[src/core/tom_defs.svh]
// tom_defs.svh: field positions, codes and timing counts
// assumes a 20 MHz system clock; included by bare name
`ifndef TOM_DEFS_SVH
`define TOM_DEFS_SVH
`define TOM_CLK_HZ          20000000
`define TOM_STO_BIT         8
`define TOM_ERR_PWR_SHUT    16'h0001
`define TOM_ERR_ILL_SHUT    16'h0002
`define TOM_ERR_MIS_OFF     16'h0004
`define TOM_ERR_MIS_ON      16'h0006
`define TOM_WARN_SHUT       16'h0001
`define TOM_CODE_DUAL_ERR   8'h4D
`define TOM_CODE_DUAL_WARN  8'hA4
`define TOM_CODE_BRK_DIAG   8'hB7
`define TOM_CODE_COMM       8'hC1
`define TOM_CHATTER_US      1000
`define TOM_FILTER_US       2000
`define TOM_FILTER_CYC      ((`TOM_FILTER_US * (`TOM_CLK_HZ / 1000)) / 1000)
`define TOM_WAIT_UNIT_US    1000
`define TOM_WAIT_UNIT_CYC   ((`TOM_WAIT_UNIT_US * (`TOM_CLK_HZ / 1000)) / 1000)
`endif

[src/core/tom_pkg.sv]
// tom_pkg.sv: types for the torque-off monitor
// assumes tom_defs.svh supplies all numeric constants
package tom_pkg;
   // stop sequencer states, gray along idle-brake-cut
   typedef enum logic [1:0] {
      TOM_IDLE  = 2'b00,
      TOM_BRAKE = 2'b01,
      TOM_CUT   = 2'b11
   } tom_stop_e;
endpackage : tom_pkg

[src/core/tom_monitor.sv]
// tom_monitor.sv: dual-channel wired torque-off monitor and stop sequencer
// assumes synchronous inputs on i_clock, parameter words written by host
//
// Behaviour
// - echo outputs mirror each filtered input
// - either channel alone cuts motor energy
// - input change registered within 30ms
// - parameter bit 8 enables wired observation
// - energy cut independent of observation bit
// - sub-code 0001 on bit/input inconsistency
// - sub-code 0002 on request at servo on
// - sub-code 0004 on mismatch at servo off
// - sub-code 0006 on mismatch at servo on
// - errors stop axis, cleared only by reset
// - warning 0001 while inputs cut power and no error is held
// - warning clears itself when cause gone
// - report factor code with axis identity
// - brake circuit mismatch raises diag error, cut
// - communication failure raises alarm and cut
// - brake at once, cut after wait time
`timescale 1ns/1ps
`include "tom_defs.svh"
module tom_monitor #(
   parameter int FILTER_CYC = `TOM_FILTER_CYC,
   parameter int WAIT_UNIT  = `TOM_WAIT_UNIT_CYC,
   parameter int WAIT_W     = 16
) (
   input  wire logic              i_clock,
   input  wire logic              i_rst_n,
   input  wire logic              i_torque_off_input_a,   // high: run
   input  wire logic              i_torque_off_input_b,   // high: run
   input  wire logic              i_spindle_sel,
   input  wire logic [15:0]       i_servo_function_set_eight,
   input  wire logic [15:0]       i_spindle_function_set_nine,
   input  wire logic [3:0]        i_axis_id,
   input  wire logic              i_servo_on,
   input  wire logic              i_controller_reset_clear,
   input  wire logic              i_ctrl_sto_req,
   input  wire logic [WAIT_W-1:0] i_cutoff_wait_time,
   input  wire logic              i_brake_side_a,
   input  wire logic              i_brake_side_b,
   input  wire logic              i_comm_fail,
   output logic                   o_torque_off_echo_a,
   output logic                   o_torque_off_echo_b,
   output logic                   o_power_enable,
   output logic                   o_brake_request,
   output logic                   o_dynamic_brake,
   output logic                   o_coast_stop,
   output logic                   o_safety_error_report,
   output logic                   o_safety_warning_report,
   output logic [7:0]             o_factor_code,
   output logic [15:0]            o_sub_code,
   output logic [3:0]             o_report_axis
);
   // refuse settings the filter and wait counters cannot serve
   initial begin
      if (FILTER_CYC < 2 || WAIT_UNIT < 1 || WAIT_W < 1 || WAIT_W > 24)
         $error("tom_monitor: bad parameters");
   end

   localparam int FW = $clog2(FILTER_CYC + 1);
   localparam int UW = $clog2(WAIT_UNIT + 1);

   logic [FW-1:0]     flt_cnt_a_r, flt_cnt_b_r;
   logic              sta_a_r, sta_b_r;         // filtered, high = run
   logic              err_r;
   logic [15:0]       err_code_r;
   logic [7:0]        err_fac_r;
   tom_pkg::tom_stop_e stop_r;
   logic [UW-1:0]     unit_cnt_r;
   logic [WAIT_W-1:0] wait_cnt_r;
   logic              obs_en;
   logic              wired_cut, mismatch, ctrl_cut, fatal;
   logic              fatal_sticky_r;

   // observation bit from the word of the active axis type
   assign obs_en = i_spindle_sel ?
                   i_spindle_function_set_nine[`TOM_STO_BIT] :
                   i_servo_function_set_eight[`TOM_STO_BIT];

   // channel a filter: accept a level only after it stays FILTER_CYC
   always_ff @(posedge i_clock) begin
      if (!i_rst_n) begin
         flt_cnt_a_r <= '0;
         sta_a_r     <= 1'b0;
      end else if (i_torque_off_input_a == sta_a_r) begin
         flt_cnt_a_r <= '0;
      end else if (flt_cnt_a_r == FW'(FILTER_CYC - 1)) begin
         flt_cnt_a_r <= '0;
         sta_a_r     <= i_torque_off_input_a;
      end else begin
         flt_cnt_a_r <= flt_cnt_a_r + FW'(1);
      end
   end

   // channel b filter, same structure
   always_ff @(posedge i_clock) begin
      if (!i_rst_n) begin
         flt_cnt_b_r <= '0;
         sta_b_r     <= 1'b0;
      end else if (i_torque_off_input_b == sta_b_r) begin
         flt_cnt_b_r <= '0;
      end else if (flt_cnt_b_r == FW'(FILTER_CYC - 1)) begin
         flt_cnt_b_r <= '0;
         sta_b_r     <= i_torque_off_input_b;
      end else begin
         flt_cnt_b_r <= flt_cnt_b_r + FW'(1);
      end
   end

   assign wired_cut = !sta_a_r || !sta_b_r;
   assign mismatch  = sta_a_r != sta_b_r;
   assign fatal     = (i_brake_side_a != i_brake_side_b) || i_comm_fail;

   // safety error capture (dual-signal, brake diag, link failure), held until controller reset
   always_ff @(posedge i_clock) begin
      if (!i_rst_n) begin
         err_r      <= 1'b0;
         err_code_r <= 16'h0000;
         err_fac_r  <= 8'h00;
      end else if (!err_r) begin
         if (i_brake_side_a != i_brake_side_b) begin
            err_r <= 1'b1;
            err_fac_r <= `TOM_CODE_BRK_DIAG;
            err_code_r <= 16'h0001;
         end else if (i_comm_fail) begin
            err_r <= 1'b1;
            err_fac_r <= `TOM_CODE_COMM;
            err_code_r <= 16'h0001;
         end else if (!obs_en && wired_cut) begin
            err_r <= 1'b1;
            err_fac_r <= `TOM_CODE_DUAL_ERR;
            err_code_r <= `TOM_ERR_PWR_SHUT;
         end else if (obs_en && mismatch && i_servo_on) begin
            err_r <= 1'b1;
            err_fac_r <= `TOM_CODE_DUAL_ERR;
            err_code_r <= `TOM_ERR_MIS_ON;
         end else if (obs_en && mismatch) begin
            err_r <= 1'b1;
            err_fac_r <= `TOM_CODE_DUAL_ERR;
            err_code_r <= `TOM_ERR_MIS_OFF;
         end else if (obs_en && wired_cut && i_servo_on) begin
            err_r <= 1'b1;
            err_fac_r <= `TOM_CODE_DUAL_ERR;
            err_code_r <= `TOM_ERR_ILL_SHUT;
         end
      end else if (i_controller_reset_clear) begin
         err_r      <= 1'b0;
         err_code_r <= 16'h0000;
         err_fac_r  <= 8'h00;
      end
   end

   // fatal faults keep power cut until controller reset
   always_ff @(posedge i_clock) begin
      if (!i_rst_n)
         fatal_sticky_r <= 1'b0;
      else if (fatal)
         fatal_sticky_r <= 1'b1;
      else if (i_controller_reset_clear)
         fatal_sticky_r <= 1'b0;
   end

   assign ctrl_cut = i_ctrl_sto_req || fatal_sticky_r;

   // stop sequencer: brake first, cut power after the wait time
   always_ff @(posedge i_clock) begin
      if (!i_rst_n) begin
         stop_r     <= tom_pkg::TOM_IDLE;
         unit_cnt_r <= '0;
         wait_cnt_r <= '0;
      end else begin
         case (stop_r)
            tom_pkg::TOM_IDLE: begin
               unit_cnt_r <= '0;
               wait_cnt_r <= '0;
               if (ctrl_cut)
                  stop_r <= tom_pkg::TOM_BRAKE;
            end
            tom_pkg::TOM_BRAKE: begin
               if (!ctrl_cut) begin
                  stop_r <= tom_pkg::TOM_IDLE;
               end else if (wait_cnt_r >= i_cutoff_wait_time) begin
                  stop_r <= tom_pkg::TOM_CUT;
               end else if (unit_cnt_r == UW'(WAIT_UNIT - 1)) begin
                  unit_cnt_r <= '0;
                  wait_cnt_r <= wait_cnt_r + WAIT_W'(1);
               end else begin
                  unit_cnt_r <= unit_cnt_r + UW'(1);
               end
            end
            tom_pkg::TOM_CUT: begin
               if (!ctrl_cut)
                  stop_r <= tom_pkg::TOM_IDLE;
            end
            default: stop_r <= tom_pkg::TOM_IDLE;
         endcase
      end
   end

   // echoes, power, brake and stop outputs
   always_ff @(posedge i_clock) begin
      if (!i_rst_n) begin
         o_torque_off_echo_a <= 1'b0;
         o_torque_off_echo_b <= 1'b0;
         o_power_enable      <= 1'b0;
         o_brake_request     <= 1'b1;
         o_dynamic_brake     <= 1'b0;
         o_coast_stop        <= 1'b0;
      end else begin
         o_torque_off_echo_a <= sta_a_r;
         o_torque_off_echo_b <= sta_b_r;
         o_power_enable      <= !wired_cut && !err_r &&
                                stop_r != tom_pkg::TOM_CUT;
         o_brake_request     <= stop_r != tom_pkg::TOM_IDLE;
         o_dynamic_brake     <= err_r && !i_spindle_sel;
         o_coast_stop        <= err_r && i_spindle_sel;
      end
   end

   // report to controller: error takes priority over warning
   always_ff @(posedge i_clock) begin
      if (!i_rst_n) begin
         o_safety_error_report   <= 1'b0;
         o_safety_warning_report <= 1'b0;
         o_factor_code           <= 8'h00;
         o_sub_code              <= 16'h0000;
         o_report_axis           <= 4'h0;
      end else begin
         o_report_axis <= i_axis_id;
         o_safety_error_report   <= err_r;
         o_safety_warning_report <= !err_r && wired_cut;
         if (err_r) begin
            o_factor_code <= err_fac_r;
            o_sub_code    <= err_code_r;
         end else if (wired_cut) begin
            o_factor_code <= `TOM_CODE_DUAL_WARN;
            o_sub_code    <= `TOM_WARN_SHUT;
         end else begin
            o_factor_code <= 8'h00;
            o_sub_code    <= 16'h0000;
         end
      end
   end

   property p_echo;
      @(posedge i_clock) disable iff (!i_rst_n)
      1 |=> (o_torque_off_echo_a == $past(sta_a_r)) &&
            (o_torque_off_echo_b == $past(sta_b_r));
   endproperty
   a_echo: assert property (p_echo) else $error("echo wrong");

   property p_either_cuts;
      @(posedge i_clock) disable iff (!i_rst_n)
      wired_cut |=> !o_power_enable;
   endproperty
   a_either_cuts: assert property (p_either_cuts)
      else $error("power on with a channel cut");

   property p_chatter;
      @(posedge i_clock) disable iff (!i_rst_n)
      $changed(sta_a_r) |-> $past(i_torque_off_input_a, 2) == sta_a_r;
   endproperty
   a_chatter: assert property (p_chatter)
      else $error("filter accepted a short pulse");

   property p_err_hold;
      @(posedge i_clock) disable iff (!i_rst_n)
      err_r && !i_controller_reset_clear |=> err_r;
   endproperty
   a_err_hold: assert property (p_err_hold)
      else $error("error cleared without reset");

   property p_warn;
      @(posedge i_clock) disable iff (!i_rst_n)
      !err_r && wired_cut |=> o_safety_warning_report &&
                              o_sub_code == 16'h0001;
   endproperty
   a_warn: assert property (p_warn)
      else $error("warning missing");

   property p_warn_clear;
      @(posedge i_clock) disable iff (!i_rst_n)
      !wired_cut |=> !o_safety_warning_report;
   endproperty
   a_warn_clear: assert property (p_warn_clear)
      else $error("warning stuck");

   property p_mis_off;
      @(posedge i_clock) disable iff (!i_rst_n)
      !err_r && !fatal && obs_en && mismatch && !i_servo_on
      |=> err_r && err_code_r == 16'h0004;
   endproperty
   a_mis_off: assert property (p_mis_off)
      else $error("mismatch at servo off not flagged");

   property p_brake_first;
      @(posedge i_clock) disable iff (!i_rst_n)
      stop_r == tom_pkg::TOM_IDLE && ctrl_cut
      |=> ##1 o_brake_request;
   endproperty
   a_brake_first: assert property (p_brake_first)
      else $error("brake not requested");

   property p_fatal;
      @(posedge i_clock) disable iff (!i_rst_n)
      fatal |=> fatal_sticky_r;
   endproperty
   a_fatal: assert property (p_fatal)
      else $error("fatal fault not latched");

endmodule : tom_monitor

[config.mk]
export PLATFORM = sky130hd
export DESIGN_NAME = tom_monitor
export DESIGN_NICKNAME = d
export VERILOG_FILES = /design/src/core/tom_pkg.sv /design/src/core/tom_monitor.sv
export VERILOG_INCLUDE_DIRS = /design/src /design/src/core
export SDC_FILE = /design/constraint.sdc
export NUM_CORES = 1
export LEC_CHECK = 0
export BUFFER_PORTS_ARGS = -buffer_cell sky130_fd_sc_hd__buf_2
export CORE_ASPECT_RATIO = 1.2
export CORE_MARGIN = 3
export CORE_UTILIZATION = 49
export DETAILED_ROUTE_END_ITERATION = 8
export PLACE_DENSITY = 0.87
export SYNTH_ARGS = -nofsm -noshare
export SYNTH_HDL_FRONTEND = slang
export SYNTH_SLANG_ARGS = --single-unit
export TNS_END_PERCENT = 20
[constraint.sdc]
create_clock -name i_clock -period 2.5 [get_ports i_clock]
set_clock_uncertainty 0.2 [all_clocks]
set_input_delay 0.25 -clock i_clock [delete_from_list [all_inputs] [get_ports i_clock]]
set_output_delay 0.25 -clock i_clock [all_outputs]
set_load 0.01 [all_outputs]
==> results of run 1 <==
==> cell families (layout without fill, tap and decap cells) <==
kind of cell    Yosys count  in the layout  share of synthesized area [%]
buf+inv                  58            145                           6.30
flops                   100            100                           42.0
fa+ha+maj                21             21                           5.51
simple gates            225            225                           24.5
xor+xnor                 29             29                           5.33
other cells               1             13                         0.0786
mux                       6              6                           1.29
compound gates          103            103                           15.0
==> cells in the mapped netlist, types with 2 or more instances <==
library cell,count,share of area [%]
dfxtp_1,100,42
nor2_1,71,5.6
nand2_1,35,2.8
nand3_1,26,2.7
inv_1,25,2.0
ha_1,21,5.5
and3_1,19,2.5
o21ai_0,19,2.0
a31oi_1,17,2.2
a21oi_1,15,1.6
xnor2_1,15,2.8
and2_1,14,1.8
buf_4,14,2.2
clkbuf_1,14,1.1
xor2_1,14,2.6
nand4_1,10,1.3
nor3_1,10,1.0
a21oi_2,9,1.7
o21a_1,9,1.4
o31ai_1,8,1.3
a21o_1,7,1.1
or3_1,7,0.92
mux2i_1,5,1.0
nand2b_1,5,0.66
buf_6,4,0.94
nor2b_1,4,0.52
nor4_1,4,0.52
and4_1,3,0.55
o211ai_1,3,0.47
or2_2,3,0.39
a211oi_1,2,0.31
a22oi_1,2,0.31
a31o_2,2,0.37
a41oi_1,2,0.37
nor4b_1,2,0.37
or4_4,2,0.47
==> metal layers <==
metal / global-route usage (%) / up-vias
li1: - / 2075
met1: 23.5 / 2037
met2: 35.7 / 104
met3: 3.55 / 23
met4: 11.9 / 0
met5: 0 / -
==> critical path, cell delays in order (launching register included) <==
cell	delay, ns
dfxtp_4	0.38
ha_4	0.28
and4_4	0.21
nand4_1	0.16
or4_4	0.48
and4b_2	0.25
buf_6	0.13
or3_1	0.32
a31oi_1	0.14
==> area by class of cell <==
| type | instances | share of cell area (%) |
|---|---|---|
| Clock buffer | 9 | 2.14 |
| Timing Repair Buffer | 103 | 11.6 |
| Inverter | 26 | 1.68 |
| Clock inverter | 7 | 1.21 |
| Sequential cell | 100 | 34.7 |
| Tap cell | 120 | 2.59 |
| Multi-Input combinational cell | 397 | 46.0 |
==> registers in the layout (all words and copies together) (netlist names), 2 cells and up <==
| register | count |
|---|---|
| flt_cnt_a_r | 16 |
| stop_r | 2 |
| o_sub_code | 3 |
| o_factor_code | 7 |
| o_report_axis | 4 |
| err_fac_r | 6 |
| flt_cnt_b_r | 16 |
| wait_cnt_r | 16 |
| err_code_r | 3 |
| unit_cnt_r | 15 |
==> metrics by stage <==
| step | hold WS (ns) | total power (W) |
|---|---|---|
| floorplan | 0.122 | 0.00186 |
| global placement | 0.237 | 0.00193 |
| detailed placement | 0.245 | 0.00195 |
| CTS | 0.00404 | 0.00295 |
| global route | 0.0243 | 0.00307 |
| finish | 0.0204 | 0.00296 |
==> where the power goes <==
group	total (W)	leakage [nW]	internal [W]	switching, W
Combinational	0.000305	1.51	0.000133	0.000172
Clock	0.00101	0.0951	0.000388	0.000618
Sequential	0.00165	0.816	0.00163	0.0000199
==> final timing paths <==
path / to / slack, ns
max: wait_cnt_r[0]$_SDFFE_PN0P_ / -0.13
min: err_fac_r[2]$_SDFFE_PN0P_ / 0.02
max reg2reg: wait_cnt_r[0]$_SDFFE_PN0P_ / -0.13
min reg2reg: err_code_r[1]$_SDFFE_PN0P_ / 0.26
==> what timing repair did <==
action                                  CTS  global route
pin swaps                                12            15
resized for setup                        12            26
cloned                                    0             1
endpoints found under the setup margin   31            32
setup buffers                             0             5
hold endpoints to repair                  9             0
hold buffers                              8             0
==> reports/qor.txt, run 1 <==
Multi-input gate area: 2670 sq um
Final Slew Violations: 0
Data arrival time of the worst path: 2.73 ns
Peak VDD IR: 287 uV
Endpoints failing setup: 28
Vias/cell: 5.56
Finished Layout Cells: 762
CTS tree: done
Die Y-Extent: 114 um
Pre-CTS WS: -0.216 ns
Routability cong.: 0.911
Vias in the first global route: 4241
Metal3 WL: 489 um
Layout cell share with drive strength beyond 1: 25.7%
Register area: 2010 sq um
Status: finished, violations left
Fill count: 728
Final Hold Vio Count: 0
First-pass GRT wire length: 18300 um
Setup tns final: -1.32 ns
Clock H-tree levels: 3
PwrDens: 510 nW/um^2
Clk pin slew, worst setup/hold paths: 0.11 ns
CP startpoint kind: flop
Num Clock Sinks: 100
Met2 wire len: 5880 um
Mapped Area: 4770 sq um
Detailed Routing Iterations Pass 1: 4
Req. time, crit path: 2.60 ns
Worst Slack Setup Final: -0.128 ns
GRT Total Usage: 20.7%
Worst Setup End Kind: flop
HP Class: in2reg
# rows: 38
WL final: 11400 um
Largest net degree at the start of global routing: 22
Placed insts: 732
Slew HR: 56.5%
Initial antenna violation count: 0
Design area: 5790 sq um
Synth Flop Type: dfxtp_1
Fin crit period: 2.63 ns
FF+latch count, synth: 100
Syn avg cell area: 8.78 sq um
Ys async rst share: 0%
DIE WIDTH: 96.1 um
DRC violations left: 0
CP Class: reg2reg
Most common cell after layout, fill and taps aside: dfxtp_1
Ys Warns: 0
Sequential fraction of the synthesis area: 42.0%
Cells on worst reg2reg path: 8
HP Start: i_comm_fail
Tcrit/Tclk final: 105%
Remaining global-route overflow: 0
Failing checks: negative setup slack
Count of different cell masters after synthesis: 57
F_max: 380 MHz
Top routing layer used: met4
Area growth syn-to-layout: 21.5%
Most frequent cells in the layout: dfxtp_1 (93), nor2_1 (71), buf_2 (56), buf_4 (36), nand2_1 (34)
Clock tree buffer depth: 2
Clock Root Buffer: clkbuf_8
Inserted Diodes: 0
Die area: 11000 sq um
IO Count: 99
Inserted Clock Buffers: 9
Hold path depth: 4
Clock Latency Late Sink: 0.37 ns
Iter 0 DRT Violations: 226
RSZ-0062 raised after global routing: true
Final #Nets: 721
Post-DRT Antenna Nets: 0
Mapped Cells: 543
Total number of vias: 4239
Number of synthesized flops with an enable pin: 0
I/O Buffers: 55
Area after DPL: 5310 sq um
Wire per inst: 14.9 um
CP startpoint: wait_cnt_r[15]$_SDFFE_PN0P_
Core Area: 9270 sq um
Max-cap violations: 0
Final Core Density: 62.5%
Post-DP HPWL: 7880 um
Slew @ Worst Pin: 0.647 ns
Leak: 2.42 nW
DRT met1 WL: 4760 um
CP Max Fanout: 6
Initial Utilization: 51.4%
Reg2reg start: wait_cnt_r[15]$_SDFFE_PN0P_
(Power assumes the default switching activity.)
==> run 2, diff against run 1 <==
CORE_ASPECT_RATIO = unset   (was 1.2)
==> run 2 against run 1 <==
The run still ends with negative setup slack left. Critical path depth did not move. Via count is 0.68% higher. Sequential cell count did not move. Cell area barely moved. Count of clock-buffer cells in the layout rose by 1. Die area hardly changed. Total power down 0.94%. Combinational power is 3% lower. Largest power group unchanged.
==> reports/qor.txt, run 2 (same netlist as run 1, synthesis figures left out) <==
Total Power: 0.00293 W
CP Max Fanout: 6
DRC violations left: 0
Endpoints failing setup: 31
CTS tree: done
CP Class: reg2reg
Pre-CTS WS: -0.199 ns
Final #Nets: 723
Bufs and invs on worst path: 1
Data arrival time of the worst path: 2.79 ns
Req. time, crit path: 2.59 ns
Num Clock Sinks: 100
Finished Layout Cells: 773
Design area: 5790 sq um
Routability cong.: 0.846
Failing checks: negative setup slack
Area after DPL: 5320 sq um
Fin crit period: 2.69 ns
Clock tree buffer depth: 2
Remaining global-route overflow: 0
Worst path max stage delay: 0.50 ns
Die Y-Extent: 105 um
Registers with the most flip-flops: flt_cnt_a_r x16, flt_cnt_b_r x16, wait_cnt_r x16
Reg2reg start: wait_cnt_r[15]$_SDFFE_PN0P_
Hold path depth: 4
CP startpoint kind: flop
WL final: 11100 um
Wire per inst: 14.4 um
Clock Latency Late Sink: 0.38 ns
Worst Slack Setup Final: -0.193 ns
Clk pin slew, worst setup/hold paths: 0.12 ns
Delay-heaviest family, CP: simple AND/OR/NAND/NOR gates
Detailed Routing Iterations Pass 1: 5
Core Area: 9370 sq um
HP Class: in2reg
Peak VDD IR: 231 uV
Placed insts: 742
First-pass GRT wire length: 18100 um
Clock H-tree levels: 3
F_max: 371 MHz
Status: finished, violations left
Worst path slowest cell: or4_4
GRT Total Usage: 19.7%
Worst Setup End Kind: flop
HP Start: i_comm_fail
Post-DP HPWL: 7690 um
DIE WIDTH: 105 um
Layout cell share with drive strength beyond 1: 24.1%
Max-cap violations: 0
Final Core Density: 61.8%
Vias in the first global route: 4116
Largest net degree at the start of global routing: 22
Inserted Clock Buffers: 9
Vias/cell: 5.52
# rows: 35
Initial Utilization: 50.9%
Hold endpoint: err_fac_r[2]$_SDFFE_PN0P_
Post-DRT Antenna Nets: 0
Most common cell after layout, fill and taps aside: dfxtp_1
RR Endpoint: wait_cnt_r[0]$_SDFFE_PN0P_
Most frequent cells in the layout: dfxtp_1 (96), nor2_1 (71), buf_2 (55), buf_4 (36), nand2_1 (34)
Die area: 11000 sq um
Clock Root Buffer: clkbuf_8
Initial antenna violation count: 0
Slew HR: 52.2%
Cells on worst reg2reg path: 8
PwrDens: 506 nW/um^2
Leak: 2.43 nW
Inserted Diodes: 0
IO Count: 99
I/O Buffers: 55
Total number of vias: 4268
Slew @ Worst Pin: 0.711 ns
Final Slew Violations: 0
Iter 0 DRT Violations: 216
RSZ-0062 raised after global routing: true
CP startpoint: wait_cnt_r[15]$_SDFFE_PN0P_
Flop-to-flop setup slack: -0.19 ns
Final Hold Vio Count: 0
Worst path cell trace: ha_4, and4_4, nand4_1, or4_4, and4b_2, buf_6, or3_1, a31oi_1
Tcrit/Tclk final: 108%
Area growth syn-to-layout: 21.4%
-- run 2: cell count changes in the layout (fill, tap and decap cells not counted), moves of 2 or more --
cell     before  now
a31oi_2       2    0
a31oi_4       1    3
buf_6         2    4
dfxtp_1      93   96
dfxtp_2       6    4
ha_1         15   18
ha_4          6    3
o21ai_0      14   16
o21ai_1       5    3
-- run 2: power breakdown --
part           leakage (nW)  switching (W)  internal [W]
Clock                0.0869       0.000601      0.000382
Combinational          1.53       0.000164      0.000133
Sequential            0.815      0.0000219       0.00163
Total                  2.43       0.000787       0.00214
-- run 2: worst reg2reg max path, delay by kind of cell, from the launching register on --
family | cells | cell delay (ns)
adder cells (fa/ha/maj) | 1 | 0.27
buffers and inverters | 1 | 0.13
flip-flops | 1 | 0.36
AO/OA/AOI/OAI | 1 | 0.18
AND/OR/NAND/NOR | 5 | 1.47
-- run 2: worst max-delay path by stage --
stage / endpoint / slack, ns / cells after the start
detailed placement: wait_cnt_r[0]$_SDFFE_PN0P_ / -0.20 / 10
global route: wait_cnt_r[0]$_SDFFE_PN0P_ / -0.24 / 8
global placement: unit_cnt_r[9]$_SDFFE_PN0P_ / -0.22 / 9
CTS: wait_cnt_r[0]$_SDFFE_PN0P_ / -0.13 / 8
finish: wait_cnt_r[0]$_SDFFE_PN0P_ / -0.19 / 8
floorplan: wait_cnt_r[9]$_SDFFE_PN0P_ / 0.05 / 9
-- run 2: area by class of cell --
type / count / area (sq um)
fillers: 762 / 3580
clock inverters: 6 / 55.1
multi-input cells: 397 / 2620
clock buffers: 10 / 128
well taps: 129 / 161
inverters: 26 / 97.6
repair buffers: 105 / 718
flip-flops and latches: 100 / 2010
-- run 2: timing repair --
action / in CTS / in global routing
setup buffers: 2 / 4
resized for setup: 9 / 18
setup endpoints to repair: 31 / 31
pin swaps: 4 / 9
hold buffers: 8 / 0
cloned: 1 / 0
hold endpoints to repair: 9 / 0
-- run 2: through the flow --
stage	TNS (ns)	hold slack (ns)
after floorplan	0	0.122
after global placement	-3.13	0.236
after detailed placement	-3.71	0.245
after CTS	-0.800	0.00129
after global routing	-4.43	0.0213
final	-2.91	0.00641
-- run 2: layer usage --
metal	track usage (%)	routed length (um)
met1	23.1	4640
met2	35.4	5650
met3	2.84	502
met4	8.90	331
met5	0	0
==> run 3, diff against run 2 <==
CORE_MARGIN = unset   (was 3)
SLEW_MARGIN = 15   (was unset)
==> run 3 against run 2 <==
The run still ends with negative setup slack left. Worst setup slack better by 0.099 ns. Combinational power up 1%. Total power up 4.5%. Cell area up 2.1%. Highest routed layer unchanged. Count of clock-buffer cells in the layout down 1. Cell count unchanged. Sequential power about the same. Wire length up 3.4%. Critical path type unchanged. Sequential cell count unchanged. Die area down 7.5%. Via count up 0.47%.
==> reports/qor.txt, run 3 (same netlist as run 1, synthesis figures left out) <==
Final hold slack: 0.0231 ns
Worst Setup End Kind: flop
Design area: 5910 sq um
Most common cell after layout, fill and taps aside: dfxtp_1
Routability cong.: 0.892
Total number of vias: 4288
Setup tns final: -0.904 ns
CP Depth: 7
Fill count: 732
Inserted Diodes: 0
Cells on worst reg2reg path: 7
Tcrit/Tclk final: 104%
GRT Total Usage: 22.6%
Slew HR: 58.9%
Initial Utilization: 51.1%
Clk pin slew, worst setup/hold paths: 0.10 ns
Worst Slack Setup Final: -0.0947 ns
DIE WIDTH: 101 um
HP Class: in2reg
CP Max Fanout: 4
F_max: 385 MHz
CP startpoint kind: flop
Vias/cell: 5.55
Iter 0 DRT Violations: 201
Die area: 10100 sq um
Final Core Density: 63.4%
Registers with the most flip-flops: flt_cnt_a_r x16, flt_cnt_b_r x16, wait_cnt_r x16
RSZ-0062 raised after global routing: true
Final Hold Vio Count: 0
CP Class: reg2reg
Leak: 2.45 nW
Post-DRT Antenna Nets: 0
Max-cap violations: 0
Endpoints failing setup: 18
Clock Latency Late Sink: 0.38 ns
Multi-input gate area: 2720 sq um
I/O Buffers: 55
Worst path max stage delay: 0.54 ns
Core Area: 9330 sq um
Reg2reg start: wait_cnt_r[10]$_SDFFE_PN0P_
HP Start: i_servo_on
Final #Nets: 723
Remaining global-route overflow: 0
Post-DP HPWL: 7850 um
Worst Setup EP: unit_cnt_r[4]$_SDFFE_PN0P_
Num Clock Sinks: 100
Clock tree buffer depth: 2
Worst path slowest cell: or4_4
Delay-heaviest family, CP: compound AO/OA/AOI/OAI gates
Die Y-Extent: 101 um
# rows: 35
First-pass GRT wire length: 18300 um
Fin crit period: 2.59 ns
Register area: 2010 sq um
CTS tree: done
WL final: 11500 um
Initial antenna violation count: 0
Wire per inst: 14.9 um
Peak VDD IR: 280 uV
Slew @ Worst Pin: 0.615 ns
Clock Root Buffer: clkbuf_8
Bufs and invs on worst path: 0
RR Endpoint: unit_cnt_r[4]$_SDFFE_PN0P_
IO Count: 99
Detailed Routing Iterations Pass 1: 5
Inserted Clock Buffers: 9
Final Slew Violations: 0
Status: finished, violations left
Layout cell share with drive strength beyond 1: 26.6%
Failing checks: negative setup slack
Clock H-tree levels: 3
Worst path cell trace: ha_4, and2_4, a221o_1, a221oi_4, nand3_2, or4_4, a31oi_2
PwrDens: 518 nW/um^2
Flop-to-flop setup slack: -0.09 ns
Area growth syn-to-layout: 23.9%
Vias in the first global route: 4249
DRC violations left: 0
Total Power: 0.00306 W
Largest net degree at the start of global routing: 22
Most frequent cells in the layout: dfxtp_1 (92), nor2_1 (71), buf_2 (55), buf_4 (37), nand2_1 (34)
Req. time, crit path: 2.60 ns
Area after DPL: 5340 sq um
Data arrival time of the worst path: 2.70 ns
CP startpoint: wait_cnt_r[10]$_SDFFE_PN0P_
[run 3: cell types whose count changed in the layout (fill, tap and decap cells not counted), sizes merged]
cell,change
buf,-1
bufinv,+1
clkbuf,-1
clkinvlp,-1
dlygate4sd3,+1
inv,+1
[run 3: area by class of cell]
type | count | share of cell area [%]
multi-input cells | 397 | 45.9
flip-flops and latches | 100 | 34.1
repair buffers | 105 | 11.9
well taps | 129 | 2.73
clock buffers | 9 | 2.10
inverters | 26 | 1.65
clock inverters | 7 | 1.55
[run 3: layer usage]
layer	part of all wire, %	track usage [%]	vias to the layer above	wire, um
li1	-	-	2066	-
met1	42	26.1	2037	4800
met2	51	40.1	151	5830
met3	4.8	4.51	34	551
met4	2.8	10.4	0	323
met5	0	0	-	0
[run 3: timing repair]
| item | 4_1_cts | 5_1_grt |
|---|---|---|
| pin swaps | 9 | 13 |
| hold endpoints to repair | 10 | 0 |
| resized for setup | 18 | 26 |
| setup endpoints to repair | 29 | 28 |
| buffers inserted | 0 | 4 |
| cloned | 0 | 0 |
| hold buffers | 9 | 0 |
[run 3: report_power, final]
group | internal [W] | leakage [nW] | switching, W
combinational | 0.000132 | 1.53 | 0.000169
clock | 0.000489 | 0.106 | 0.000623
sequential | 0.00163 | 0.817 | 0.0000226
total | 0.00225 | 2.45 | 0.000814
[run 3: worst register-to-register path: cells and delay by family, from the launching register on]
kind,cells,cell delay (ns)
compound gates,3,0.91
flops,1,0.37
fa+ha+maj,1,0.20
simple gates,3,0.84
[run 3: worst min-delay path by stage]
| stage | slack [ns] | cells after the start | end |
|---|---|---|---|
| after floorplan | 0.12 | 1 | o_dynamic_brake$_SDFF_PN0_ |
| after global placement | 0.24 | 1 | flt_cnt_b_r[0]$_SDFF_PP0_ |
| after detailed placement | 0.24 | 2 | err_code_r[1]$_SDFFE_PN0P_ |
| after CTS | 0.02 | 3 | err_code_r[1]$_SDFFE_PN0P_ |
| after global routing | 0.04 | 3 | err_code_r[1]$_SDFFE_PN0P_ |
| final | 0.02 | 3 | err_code_r[1]$_SDFFE_PN0P_ |
[run 3: metrics by stage]
stage | instances | worst slack (ns)
6_report | 773 | -0.0947
3_5_place_dp | 744 | -0.207
4_1_cts | 769 | -0.0110
5_1_grt | 773 | -0.195
3_3_place_gp | 744 | -0.119
2_1_floorplan | 555 | 0.0536
